## config.mk

```make
export PLATFORM = sky130hd
export DESIGN_NAME = pviu_core
export DESIGN_NICKNAME = d
export VERILOG_FILES = /design/src/core/pviu_core.v
export VERILOG_INCLUDE_DIRS = /design/src /design/src/core
export SDC_FILE = /design/constraint.sdc
export NUM_CORES = 1
export LEC_CHECK = 0
export ABC_CLOCK_PERIOD_IN_PS = 2650
export BUFFER_PORTS_ARGS = -buffer_cell sky130_fd_sc_hd__buf_2
export CORE_AREA = 2 2 102 124
export DETAILED_ROUTE_END_ITERATION = 10
export DIE_AREA = 0 0 104 126
export MAX_ROUTING_LAYER = met4
export PLACE_DENSITY = 0.83
export SETUP_SLACK_MARGIN = 0.5
export SLEW_MARGIN = 30
export SYNTH_ARGS = -nofsm -noshare
export SYNTH_HDL_FRONTEND = slang
export SYNTH_SLANG_ARGS = --single-unit
```

## constraint.sdc

```tcl
create_clock -name CORE_CLK -period 2.65 [get_ports CORE_CLK]
set_input_delay 0.53 -clock CORE_CLK [delete_from_list [all_inputs] [get_ports CORE_CLK]]
set_output_delay 0.53 -clock CORE_CLK [all_outputs]
set_load 0.01 [all_outputs]
```

## src/core/pviu_defines.vh

```
/*
 * Constants of the prioritized vector interrupt unit: register offsets,
 * field positions, reset values, source indices and vector addresses.
 * Assumes it is included by bare name from the design file only.
 */
`ifndef PVIU_DEFINES_VH
`define PVIU_DEFINES_VH

// Wishbone register byte offsets
`define PVIU_OFS_REQUEST 8'h00
`define PVIU_OFS_ENABLE 8'h04
`define PVIU_OFS_EDGE_SEL 8'h08
`define PVIU_OFS_STATUS 8'h0c

// Reset values
`define PVIU_RST_REQUEST 11'h000
`define PVIU_RST_ENABLE 11'h000
`define PVIU_RST_EDGE_SEL 8'h00

// Source bit positions in request and enable registers
`define PVIU_NSRC 11
`define PVIU_SRC_UART_RX 0
`define PVIU_SRC_UART_TX 1
`define PVIU_SRC_PIN_B 2
`define PVIU_SRC_PIN_A 3
`define PVIU_SRC_TIMER_X 4
`define PVIU_SRC_KEY 5
`define PVIU_SRC_TIMER_1 6
`define PVIU_SRC_TIMER_2 7
`define PVIU_SRC_CSIO 8
`define PVIU_SRC_TEV 9
`define PVIU_SRC_ADC 10

// Edge selection register fields
`define PVIU_EDGE_PIN_A 0
`define PVIU_EDGE_PIN_B 1
`define PVIU_EDGE_TEV 2
`define PVIU_SEL_TX_PINB 4
`define PVIU_SEL_TMX_KEY 5
`define PVIU_SEL_TM2_CSIO 6
`define PVIU_SEL_TEV_ADC 7

// Status register fields
`define PVIU_STAT_BREAK 4
`define PVIU_STAT_BUSY 5

// Low-byte vector address per priority; the high byte sits one above
`define PVIU_VEC_P1 16'hfffc
`define PVIU_VEC_P2 16'hfffa
`define PVIU_VEC_P3 16'hfff8
`define PVIU_VEC_P4 16'hfff6
`define PVIU_VEC_P5 16'hfff4
`define PVIU_VEC_P6 16'hfff2
`define PVIU_VEC_P7 16'hfff0
`define PVIU_VEC_P8 16'hffee
`define PVIU_VEC_P9 16'hffec

`endif

```

## src/core/pviu_core.v

```verilog
/*
 * Prioritized vector interrupt unit: collects twelve sources, gates them,
 * merges shared pairs, resolves priority and runs the vector fetch and
 * context push for the processor core. Registers over classic Wishbone.
 * Assumes same-clock peripheral event pulses, asynchronous pin inputs,
 * a core that holds PC_IN and PS_IN while CORE_HALT is high, and a vector
 * memory that returns data the cycle after FETCH_STROBE/FETCH_ADDR.
 */
// Decided for this implementation: the address map and the Wishbone register port.
`timescale 1ns/10ps
`include "pviu_defines.vh"

// What this block does
// - Handle twelve sources: four pins, seven peripherals, one software break.
// - Accept a source only when enabled, requested and global disable clear.
// - Software writes can clear request bits but never set them.
// - Enable bits are freely written by software.
// - Edge selection bits 7..4 choose the active source of each shared pair.
// - Reset and break are unmaskable; all others blocked by global disable.
// - Simultaneous requests are serviced in fixed priority order.
// - On acceptance halt processing and push PC and status onto the stack, except for reset.
// - On acceptance set global disable and clear the serviced request bit.
// - Fetch the vector into PC while the push is in progress.
// - Changing a pin's active edge may set its request bit.
// - Reset is highest priority, vector at FFFD/FFFC.
// - Serial receive done is priority 2 at FFFB/FFFA, valid when selected.
// - Priority 3 at FFF9/FFF8 shares serial transmit and pin B edge.
// - Pin A selectable edge is priority 4 at FFF7/FFF6.
// - Priority 5 at FFF5/FFF4 shares timer X underflow and key falling.
// - Timer 1 underflow is priority 6 at FFF3/FFF2.
// - Priority 7 at FFF1/FFF0 shares timer 2 and clocked serial done.
// - Priority 8 at FFEF/FFEE shares timer event pin edge and converter.
// - Software break is lowest priority 9 at FFED/FFEC, unmaskable.
// - Vector pair holds jump address, high byte at higher address.
module pviu_core (
    input wire CORE_CLK,
    input wire RESETN,
    input wire WB_CYC_I,
    input wire WB_STB_I,
    input wire WB_WE_I,
    input wire [7:0] WB_ADR_I,
    input wire [3:0] WB_SEL_I,
    input wire [31:0] WB_DAT_I,
    output reg [31:0] WB_DAT_O,
    output reg WB_ACK_O,
    output reg WB_ERR_O,
    input wire EXT_IRQ_PIN_A,
    input wire EXT_IRQ_PIN_B,
    input wire TIMER_EVENT_PIN,
    input wire [7:0] PORT0_PINS,
    input wire [7:0] PORT0_DIR,
    input wire UART_SELECTED,
    input wire UART_RX_DONE,
    input wire UART_TX_DONE,
    input wire TIMER_X_UNDERFLOW,
    input wire TIMER_1_UNDERFLOW,
    input wire TIMER_2_UNDERFLOW,
    input wire CSIO_DONE,
    input wire ADC_DONE,
    input wire SOFTWARE_BREAK_INSTRUCTION,
    input wire CORE_BOUNDARY,
    input wire CORE_IFLAG,
    input wire [15:0] PC_IN,
    input wire [7:0] PS_IN,
    input wire [7:0] FETCH_DATA,
    output reg INT_PENDING,
    output reg CORE_HALT,
    output reg PUSH_STROBE,
    output reg [7:0] PUSH_DATA,
    output reg FETCH_STROBE,
    output reg [15:0] FETCH_ADDR,
    output reg [15:0] NEW_PC,
    output reg PC_LOAD,
    output reg SET_IFLAG,
    output reg [3:0] SERVICE_PRIORITY
);

    localparam NSRC = `PVIU_NSRC;
    localparam [4:0] S_IDLE = 5'h01;
    localparam [4:0] S_PUSH_HI = 5'h02;
    localparam [4:0] S_PUSH_LO = 5'h04;
    localparam [4:0] S_PUSH_PS = 5'h08;
    localparam [4:0] S_LOAD = 5'h10;

    ////////////////////////////////////////////////////////////////////////
    // Functions

    // Lowest set line index wins; result is the priority number, 0 if none
    function [3:0] pick_priority;
        input [8:0] lines;
        integer i;
        begin
            pick_priority = 4'h0;
            for (i = 8; i >= 0; i = i - 1) begin
                if (lines[i]) begin
                    pick_priority = i[3:0] + 4'h1;
                end
            end
        end
    endfunction

    // Byte-lane merge of a write into the low bytes of a register
    function [15:0] lane_merge;
        input [15:0] old;
        input [15:0] wdata;
        input [1:0] sel;
        begin
            lane_merge = {sel[1] ? wdata[15:8] : old[15:8], sel[0] ? wdata[7:0] : old[7:0]};
        end
    endfunction

    ////////////////////////////////////////////////////////////////////////
    // Pin synchronisers: three stages, a change counts when 2nd and 3rd agree

    wire [10:0] pin_raw = {PORT0_PINS | PORT0_DIR, TIMER_EVENT_PIN, EXT_IRQ_PIN_B, EXT_IRQ_PIN_A};
    reg [10:0] sync1;
    reg [10:0] sync2;
    reg [10:0] sync3;
    reg [10:0] pin_stable;
    reg [4:0] warm;

    // Warm-up shifter: pin edges are ignored until the synchroniser holds real levels
    always @(posedge CORE_CLK or negedge RESETN) begin
        if (!RESETN) begin
            sync1 <= 11'h000;
            sync2 <= 11'h000;
            sync3 <= 11'h000;
            pin_stable <= 11'h000;
            warm <= 5'h00;
        end else begin
            warm <= {warm[3:0], 1'b1};
            sync1 <= pin_raw;
            sync2 <= sync1;
            sync3 <= sync2;
            pin_stable <= ((sync2 ~^ sync3) & sync3) | ((sync2 ^ sync3) & pin_stable);
        end
    end

    ////////////////////////////////////////////////////////////////////////
    // Registers and edge detection

    reg [NSRC-1:0] request;
    reg [NSRC-1:0] enable;
    reg [7:0] edge_sel;
    reg break_pend;
    reg reset_pend;
    reg [4:0] state;
    reg [7:0] vec_lo_data;
    reg [3:0] last_priority;
    reg [2:0] active_q;
    reg key_q;

    // Polarity bit flips the pin so a rising active level is the event;
    // flipping the polarity itself can therefore raise an event
    wire [2:0] active_lvl = pin_stable[2:0] ^ {edge_sel[`PVIU_EDGE_TEV],
        edge_sel[`PVIU_EDGE_PIN_B], edge_sel[`PVIU_EDGE_PIN_A]};
    // A pin idling high would otherwise look like a fresh edge right after reset
    wire [2:0] pin_event = active_lvl & ~active_q & {3{warm[4]}};
    wire key_lvl = &pin_stable[10:3]; // Output-mode bits forced high
    wire key_event = key_q & ~key_lvl;

    // Shared pair selection: 0 picks the first source, 1 the second
    wire sel_pinb = edge_sel[`PVIU_SEL_TX_PINB];
    wire sel_key = edge_sel[`PVIU_SEL_TMX_KEY];
    wire sel_csio = edge_sel[`PVIU_SEL_TM2_CSIO];
    wire sel_adc = edge_sel[`PVIU_SEL_TEV_ADC];

    // Raw events; the unselected source of a pair never raises a request
    wire [NSRC-1:0] src_event;
    assign src_event[`PVIU_SRC_UART_RX] = UART_RX_DONE & UART_SELECTED;
    assign src_event[`PVIU_SRC_UART_TX] = UART_TX_DONE & UART_SELECTED & ~sel_pinb;
    assign src_event[`PVIU_SRC_PIN_B] = pin_event[1] & sel_pinb;
    assign src_event[`PVIU_SRC_PIN_A] = pin_event[0];
    assign src_event[`PVIU_SRC_TIMER_X] = TIMER_X_UNDERFLOW & ~sel_key;
    assign src_event[`PVIU_SRC_KEY] = key_event & sel_key;
    assign src_event[`PVIU_SRC_TIMER_1] = TIMER_1_UNDERFLOW;
    assign src_event[`PVIU_SRC_TIMER_2] = TIMER_2_UNDERFLOW & ~sel_csio;
    assign src_event[`PVIU_SRC_CSIO] = CSIO_DONE & sel_csio;
    assign src_event[`PVIU_SRC_TEV] = pin_event[2] & ~sel_adc;
    assign src_event[`PVIU_SRC_ADC] = ADC_DONE & sel_adc;

    // Maskable sources need request, enable and a clear global flag
    wire [NSRC-1:0] armed = request & enable & {NSRC{~CORE_IFLAG}};

    // Priority lines, index 0 is priority 1
    wire [8:0] lines;
    assign lines[0] = reset_pend;
    assign lines[1] = armed[`PVIU_SRC_UART_RX] & UART_SELECTED;
    assign lines[2] = sel_pinb ? armed[`PVIU_SRC_PIN_B] : armed[`PVIU_SRC_UART_TX];
    assign lines[3] = armed[`PVIU_SRC_PIN_A];
    assign lines[4] = sel_key ? armed[`PVIU_SRC_KEY] : armed[`PVIU_SRC_TIMER_X];
    assign lines[5] = armed[`PVIU_SRC_TIMER_1];
    assign lines[6] = sel_csio ? armed[`PVIU_SRC_CSIO] : armed[`PVIU_SRC_TIMER_2];
    assign lines[7] = sel_adc ? armed[`PVIU_SRC_ADC] : armed[`PVIU_SRC_TEV];
    assign lines[8] = break_pend;

    wire [3:0] win_prio = pick_priority(lines);

    // Vector low address and the request bit serviced by the winner
    reg [15:0] win_vec;
    reg [NSRC-1:0] win_clr;
    always @* begin
        win_clr = {NSRC{1'b0}};
        case (win_prio)
            4'h1: begin
                win_vec = `PVIU_VEC_P1;
            end
            4'h2: begin
                win_vec = `PVIU_VEC_P2;
                win_clr[`PVIU_SRC_UART_RX] = 1'b1;
            end
            4'h3: begin
                win_vec = `PVIU_VEC_P3;
                win_clr[`PVIU_SRC_PIN_B] = sel_pinb;
                win_clr[`PVIU_SRC_UART_TX] = ~sel_pinb;
            end
            4'h4: begin
                win_vec = `PVIU_VEC_P4;
                win_clr[`PVIU_SRC_PIN_A] = 1'b1;
            end
            4'h5: begin
                win_vec = `PVIU_VEC_P5;
                win_clr[`PVIU_SRC_KEY] = sel_key;
                win_clr[`PVIU_SRC_TIMER_X] = ~sel_key;
            end
            4'h6: begin
                win_vec = `PVIU_VEC_P6;
                win_clr[`PVIU_SRC_TIMER_1] = 1'b1;
            end
            4'h7: begin
                win_vec = `PVIU_VEC_P7;
                win_clr[`PVIU_SRC_CSIO] = sel_csio;
                win_clr[`PVIU_SRC_TIMER_2] = ~sel_csio;
            end
            4'h8: begin
                win_vec = `PVIU_VEC_P8;
                win_clr[`PVIU_SRC_ADC] = sel_adc;
                win_clr[`PVIU_SRC_TEV] = ~sel_adc;
            end
            default: begin
                win_vec = `PVIU_VEC_P9;
            end
        endcase
    end

    // Reset is taken at once; others wait for an instruction boundary
    wire accept = state[0] & (reset_pend | (CORE_BOUNDARY & (win_prio != 4'h0)));

    ////////////////////////////////////////////////////////////////////////
    // Wishbone slave: ack one cycle after the strobe, write on the ack edge

    wire bus_req = WB_CYC_I & WB_STB_I;
    wire bus_done = bus_req & (WB_ACK_O | WB_ERR_O);
    wire hit_req = WB_ADR_I == `PVIU_OFS_REQUEST;
    wire hit_ena = WB_ADR_I == `PVIU_OFS_ENABLE;
    wire hit_edge = WB_ADR_I == `PVIU_OFS_EDGE_SEL;
    wire hit_stat = WB_ADR_I == `PVIU_OFS_STATUS;
    wire hit_any = hit_req | hit_ena | hit_edge | hit_stat;
    wire wr_done = bus_done & WB_ACK_O & WB_WE_I;

    // Software mask: written zeros clear, written ones keep
    wire [15:0] req_keep = lane_merge(16'hffff, WB_DAT_I[15:0], WB_SEL_I[1:0]);
    wire [15:0] ena_new = lane_merge({5'h00, enable}, WB_DAT_I[15:0], WB_SEL_I[1:0]);
    wire [15:0] edge_new = lane_merge({8'h00, edge_sel}, WB_DAT_I[15:0], WB_SEL_I[1:0]);
    wire [NSRC-1:0] sw_keep = (wr_done & hit_req) ? req_keep[NSRC-1:0] : {NSRC{1'b1}};
    wire [NSRC-1:0] hw_clr = accept ? win_clr : {NSRC{1'b0}};

    reg [31:0] rd_mux;
    always @* begin
        rd_mux = 32'h00000000;
        if (hit_req) begin
            rd_mux[NSRC-1:0] = request;
        end else if (hit_ena) begin
            rd_mux[NSRC-1:0] = enable;
        end else if (hit_edge) begin
            rd_mux[7:0] = edge_sel;
        end else if (hit_stat) begin
            rd_mux[3:0] = win_prio;
            rd_mux[`PVIU_STAT_BREAK] = break_pend;
            rd_mux[`PVIU_STAT_BUSY] = ~state[0];
            rd_mux[11:8] = last_priority;
        end
    end

    // Bus handshake and register file; a hardware set beats any clear
    always @(posedge CORE_CLK or negedge RESETN) begin
        if (!RESETN) begin
            WB_ACK_O <= 1'b0;
            WB_ERR_O <= 1'b0;
            WB_DAT_O <= 32'h00000000;
            request <= `PVIU_RST_REQUEST;
            enable <= `PVIU_RST_ENABLE;
            edge_sel <= `PVIU_RST_EDGE_SEL;
            active_q <= 3'h0;
            key_q <= 1'b0;
            break_pend <= 1'b0;
            INT_PENDING <= 1'b0;
        end else begin
            WB_ACK_O <= bus_req & hit_any & ~WB_ACK_O & ~WB_ERR_O;
            WB_ERR_O <= bus_req & ~hit_any & ~WB_ACK_O & ~WB_ERR_O;
            WB_DAT_O <= (bus_req & ~WB_ACK_O) ? rd_mux : 32'h00000000;
            active_q <= active_lvl;
            key_q <= key_lvl;
            request <= (request & sw_keep & ~hw_clr) | src_event;
            if (wr_done & hit_ena) begin
                enable <= ena_new[NSRC-1:0];
            end
            if (wr_done & hit_edge) begin
                edge_sel <= edge_new[7:0];
            end
            break_pend <= SOFTWARE_BREAK_INSTRUCTION
                | (break_pend & ~(accept & (win_prio == 4'h9)));
            INT_PENDING <= win_prio != 4'h0;
        end
    end

    ////////////////////////////////////////////////////////////////////////
    // Acceptance sequence: push PCH, PCL, PS while fetching vector bytes

    always @(posedge CORE_CLK or negedge RESETN) begin
        if (!RESETN) begin
            state <= S_IDLE;
            reset_pend <= 1'b1;
            vec_lo_data <= 8'h00;
            last_priority <= 4'h0;
            CORE_HALT <= 1'b0;
            PUSH_STROBE <= 1'b0;
            PUSH_DATA <= 8'h00;
            FETCH_STROBE <= 1'b0;
            FETCH_ADDR <= 16'h0000;
            NEW_PC <= 16'h0000;
            PC_LOAD <= 1'b0;
            SET_IFLAG <= 1'b0;
            SERVICE_PRIORITY <= 4'h0;
        end else begin
            case (state)
                S_IDLE: begin
                    PC_LOAD <= 1'b0;
                    if (accept) begin
                        state <= S_PUSH_HI;
                        reset_pend <= 1'b0;
                        last_priority <= win_prio;
                        SERVICE_PRIORITY <= win_prio;
                        CORE_HALT <= 1'b1;
                        SET_IFLAG <= 1'b1;
                        PUSH_STROBE <= ~reset_pend; // Reset pushes nothing
                        PUSH_DATA <= PC_IN[15:8];
                        FETCH_STROBE <= 1'b1;
                        FETCH_ADDR <= win_vec;
                    end
                end
                S_PUSH_HI: begin
                    state <= S_PUSH_LO;
                    SET_IFLAG <= 1'b0;
                    PUSH_DATA <= PC_IN[7:0];
                    FETCH_ADDR <= FETCH_ADDR | 16'h0001;
                end
                S_PUSH_LO: begin
                    state <= S_PUSH_PS;
                    vec_lo_data <= FETCH_DATA;
                    PUSH_DATA <= PS_IN;
                    FETCH_STROBE <= 1'b0;
                end
                S_PUSH_PS: begin
                    state <= S_LOAD;
                    PUSH_STROBE <= 1'b0;
                    NEW_PC <= {FETCH_DATA, vec_lo_data};
                    PC_LOAD <= 1'b1;
                end
                S_LOAD: begin
                    state <= S_IDLE;
                    PC_LOAD <= 1'b0;
                    CORE_HALT <= 1'b0;
                end
                default: begin
                    state <= S_IDLE;
                end
            endcase
        end
    end

endmodule

```

Word-level counts from Yosys, hierarchy flattened

Index checks and enable logic that the tools add are counted.

Register bits after elaboration: 162
Latch bits: 0
Memory bits (writable): 0
Memory bits (read-only): 0
Output and inout bits: 84
Word-level logic and storage cells: 180
Memories: 0

Add/sub/neg operators: 0
$mul: 0
Divide/modulo/power cells: 0
Magnitude comparators: 0
Equality and inequality tests: 18
Shifts and indexed selects: 0
Muxes and demuxes: 48
Bitwise gates (word level): 65
Reduce and logical (&&, ||, !) cells: 20

Operators with widths:

| kind                                                | count |
|---|---|
| bitwise AND 11 bit                                  | 6 |
| two-way mux 11 bit                                  | 4 |
| two-way mux 4 bit                                   | 11 |
| one-hot mux 5 bit (8 select lines)                  | 1 |
| one-hot mux 16 bit (2 select lines)                 | 1 |
| bitwise AND 1 bit                                   | 30 |
| one-hot mux 8 bit (3 select lines)                  | 1 |
| OR 11 bit                                           | 2 |
| one-hot mux 5 bit (4 select lines)                  | 1 |
| AND reduction 2 bit                                 | 9 |
| equality test 4 x 3 -> 1 bit, second input constant | 4 |
| equality test 8 x 4 -> 1 bit, second input constant | 2 |
| two-way mux 16 bit                                  | 1 |
| two-way mux 8 bit                                   | 2 |
| NOT 1 bit                                           | 13 |
| two-way mux 12 bit                                  | 1 |
| two-way mux 6 bit                                   | 2 |
| two-way mux 1 bit                                   | 11 |
| NOT 11 bit                                          | 1 |
| bitwise XNOR 11 bit                                 | 1 |
| XOR 11 bit                                          | 1 |
| two-way mux 2 bit                                   | 5 |
| one-hot mux 1 bit (2 select lines)                  | 5 |
| nonzero test 2 bit                                  | 5 |
| 23 further kinds                                    | 31 |

Longest topological paths before layout

Word-level depth: 19
Gate-level depth with buffers: 9
Gate-level depth less buffers: 7

Worst setup path after synthesis

Ideal clock, no wire load.

Kind: in2reg
Start: input port WB_ADR_I[7]
End: register edge_sel[0]
Setup time: 125 ps
Data arrival time: 1860 ps
Data required time: 2525 ps
Slack: 666 ps
Stages: 5
Path buffers: 0
Cell sequence: or2_1 nor3_2 nand2_2 nor3_4 mux2_2

Word-level cells in the longest chain between the ends: 3

RTL lines:

| item                                          | RTL line        | RTL |
|---|---|---|
| start, declared                               | pviu_core.v:41  | `input wire [7:0] WB_ADR_I,` |
| equality test 8 x 4 -> 1 bit (no source line) | n/a             |  |
| bitwise AND 1 bit                             | pviu_core.v:308 | `if (wr_done & hit_edge) begin` |
| AND reduction 2 bit (no source line)          | n/a             |  |
| end signal, assigned                          | pviu_core.v:293 | `` edge_sel <= `PVIU_RST_EDGE_SEL; `` |
| end signal, assigned                          | pviu_core.v:309 | `edge_sel <= edge_new[7:0];` |
| end, declared                                 | pviu_core.v:144 | `reg [7:0] edge_sel;` |

Every way passes these cells.
A chain may end at the register's enable or synchronous reset.

Final worst setup path

Start: register edge_sel[5]
End: register WB_DAT_O[1]

Word-level cells in the longest chain between the ends: 11

RTL lines:

| item                           | RTL line        | RTL |
|---|---|---|
| two-way mux 1 bit              | pviu_core.v:191 | `` assign lines[4] = sel_key ? armed[`PVIU_SRC_KEY] : armed[`PVIU_SRC_TIMER_X]; `` |
| two-way mux 4 bit (5 in a row) | pviu_core.v:95  | `if (lines[i]) begin` |
| two-way mux 6 bit              | pviu_core.v:277 | `end else if (hit_stat) begin` |
| two-way mux 6 bit              | pviu_core.v:275 | `end else if (hit_edge) begin` |
| two-way mux 11 bit             | pviu_core.v:273 | `end else if (hit_ena) begin` |
| two-way mux 11 bit             | pviu_core.v:271 | `if (hit_req) begin` |
| two-way mux 12 bit             | pviu_core.v:301 | `WB_DAT_O <= (bus_req & ~WB_ACK_O) ? rd_mux : 32'h00000000;` |
| end signal, assigned           | pviu_core.v:301 |  |
| end, declared                  | pviu_core.v:44  | `output reg [31:0] WB_DAT_O,` |

Every way passes these cells.

==> reports/metrics.cfg <==
[outcome]
status=finished clean

[final_layout]
fin_util_pct=66.5
final_cells=901
final_nets=849
finalInstanceArea_mm2=0.00790
ff_latch_area_mm2=0.00381
area_growth_syn_to_layout_pct=22.9
drive_gt1_share_pct=33.5
multiInputGateArea_mm2=0.00232
nFillCells=945
antennaDiodeCount=0

[global_route]
grt_pass1_vias=4898
grt_use_met2_pct=40.4
grt.busiest_layer=met2
use_met1_pct=30.0
grt_pass1_wl_um=24600
grt-ovfl-total=0
use_met3_pct=3.99
grtUsageTotal_pct=24.7
grt_max_degree=53
antenna_found_initial=0

[worst_setup_path]
crit_fanout=8
cp_num_buf_inv=0
arrival_ns=2.37
path_cells=nand3b_1 -> and3_4 -> a32oi_1 -> a221oi_1 -> a21oi_1 -> nor2_1
path_class=reg -> reg
startpoint_type=register
crit_required_ns=2.94
worst_path_largest_cell_delay_ns=0.57
cp-end-kind=register
crit_family=compound AO/OA/AOI/OAI gates
slowest_stage=a32oi_1

[placement]
placed_cell_area_mm2=0.00726
portBuffers=151
placed_cells=868
globalplace.congestion=0.909
dp_hpwl_um=11200

[die]
die_w_um=104
core_area_mm2=0.0119
dieHeight_um=126
std_cell_rows=44
start_util_pct=54.1
io_pins=195
die_area_mm2=0.0131

[power]
power_frac_seq_pct=43.6
swShare_pct=27.5
power_density_mw_per_mm2=848
internal_power_w=0.00486
switching_power_w=0.00184
leakage_nw=3.85
comb_power_share_pct=18.8
ir_drop_mv=0.497
power.share.clock_pct=37.6

[synth]
yosys-top-cells-area=dfrtp_1, nand2_1, mux2_2
ys_seq_elements=152
ys_async_sr_fraction_pct=100
seq_area_frac_synth_pct=59.2
synth_area_mm2=0.00643
synth_cells=570
yosys-top-cells-count=dfrtp_1, nand2_1, nor2_1
synth.most_common_cell=dfrtp_1
syn_avg_cell_area_um2=11.3
synth_top_area_share_pct=58.4
synth_edf_count=0
ys.warnings.count=0
yosysUniqueCellTypes=68
yosysTopAreaCell=dfrtp_1
postSynth.topFlopCell=dfrtp_1

[route]
viasPerCell=5.37
drt_wl_total_um=15300
drtIter0Drc=292
wire_per_inst_um=17.0
num_vias=4839
firstDrtPassIters=5
post-route-drc-count=0
postRouteAntennaNets=0

[timing]
worstMarginPinSlew_ns=0.677
skew_ns=0.00628
min_period_over_period_pct=78.5
finalMaxSlewViolations=0
setup_viol=0
finalSetupTns_ns=0
relSlewSlack_pct=54.9
rsz0062_at_grt=false
final-hold-violation-count=0
clock.fmax_ghz=0.481
finalCriticalPeriod_ns=2.08

[clock_network]
clkLatencyLatePin_ns=0.41
root_buffer=clkbuf_16
cts_sinks=152
clk_pin_slew_worst_paths_ns=0.06
h-tree-depth=4
clock_path_buffers=2
numCtsBuffers=17
cts_tree=yes
cts_hold_buffers=0

[worst_hold_path]
min_path_type=in -> async

[run]
maxCapViolCount=0

[stage by stage]
stage               setup slack, ns  hold slack [ns]  power, W
finish                        0.570           0.0623   0.00671
global placement              0.359            0.332   0.00414
CTS                           0.541           0.0745   0.00675
floorplan                     0.666            0.234   0.00367
detailed placement            0.330            0.335   0.00421
global route                  0.506            0.104   0.00700
[power by group through the flow]
stage	logic [W]	clock network, W	registers (W)
after floorplan	0.000659	0	0.00301
after global placement	0.00121	0	0.00293
after detailed placement	0.00125	0	0.00296
after CTS	0.00127	0.00255	0.00293
after global routing	0.00138	0.00265	0.00296
final	0.00126	0.00252	0.00293
[worst register-to-register path, delay by kind of cell (launching register included)]
family | cells | cell delay [ns]
flops | 1 | 0.46
simple gates | 3 | 0.56
compound gates | 3 | 0.94
[what timing repair did]
item / in CTS / in global routing
buffers inserted: 0 / 1
gates resized for setup: 1 / 1
pin swaps: 0 / 1
setup endpoints to repair: 3 / 6
[cells in the final DEF (no fill, tap or decap), types with 9 or more instances in the layout]
master	count
nor3_1	11
nand2_1	82
ha_1	11
clkbuf_16	17
buf_4	14
mux2_2	25
nor2_1	38
o21ai_0	29
buf_2	150
conb_1	21
a22oi_1	10
a2bb2oi_1	9
dfrtp_1	150
a21o_1	15
inv_1	14
a21oi_1	23
[state kept, by name (all words and copies together), names as in the netlist, 3 cells and up]
signal / count
NEW_PC: 16
WB_DAT_O: 12
enable: 11
pin_stable: 11
request: 11
sync1: 11
sync2: 11
sync3: 11
PUSH_DATA: 8
edge_sel: 8
vec_lo_data: 8
FETCH_ADDR: 6
state: 5
warm: 5
last_priority: 4
active_q: 3
[per-layer routing]
| layer | share of wire, % | vias to the layer above |
|---|---|---|
| met1 | 40 | 2330 |
| li1 | - | 2255 |
| met2 | 51 | 208 |
| met5 | 0 | - |
| met3 | 5.4 | 46 |
| met4 | 3.6 | 0 |
[layout make-up]
type | instances | share of cell area, %
inverters | 16 | 0.776
clock buffers | 21 | 5.70
repair buffers | 166 | 11.2
well taps | 161 | 2.55
clock inverters | 11 | 2.17
multi-input cells | 374 | 29.4
flip-flops and latches | 152 | 48.2
[path summary, 6_finish.rpt]
check | end | slack, ns | cells past startpoint | startpoint
max reg2reg | WB_DAT_O[1] | 0.57 | 6 | edge_sel[5]
min | WB_ACK_O | 0.06 | 1 | RESETN
max | WB_DAT_O[1] | 0.57 | 6 | edge_sel[5]
max in group asynchronous | WB_DAT_O[7] | 1.82 | 2 | RESETN
min in group CORE_CLK | sync1[2] | 0.22 | 1 | TIMER_EVENT_PIN
min reg2reg | sync2[0] | 0.35 | 0 | sync1[0]
[cell families after synthesis]
logic type / after synthesis / share of synthesized area (%)
compound gates: 120 / 12.3
xor+xnor: 4 / 0.545
fa+ha+maj: 11 / 2.14
buf+inv: 63 / 6.05
flops: 152 / 59.2
mux: 25 / 4.38
other cells: 2 / 0.117
simple gates: 193 / 15.3
No activity file was read; power rests on OpenSTA's default activity.
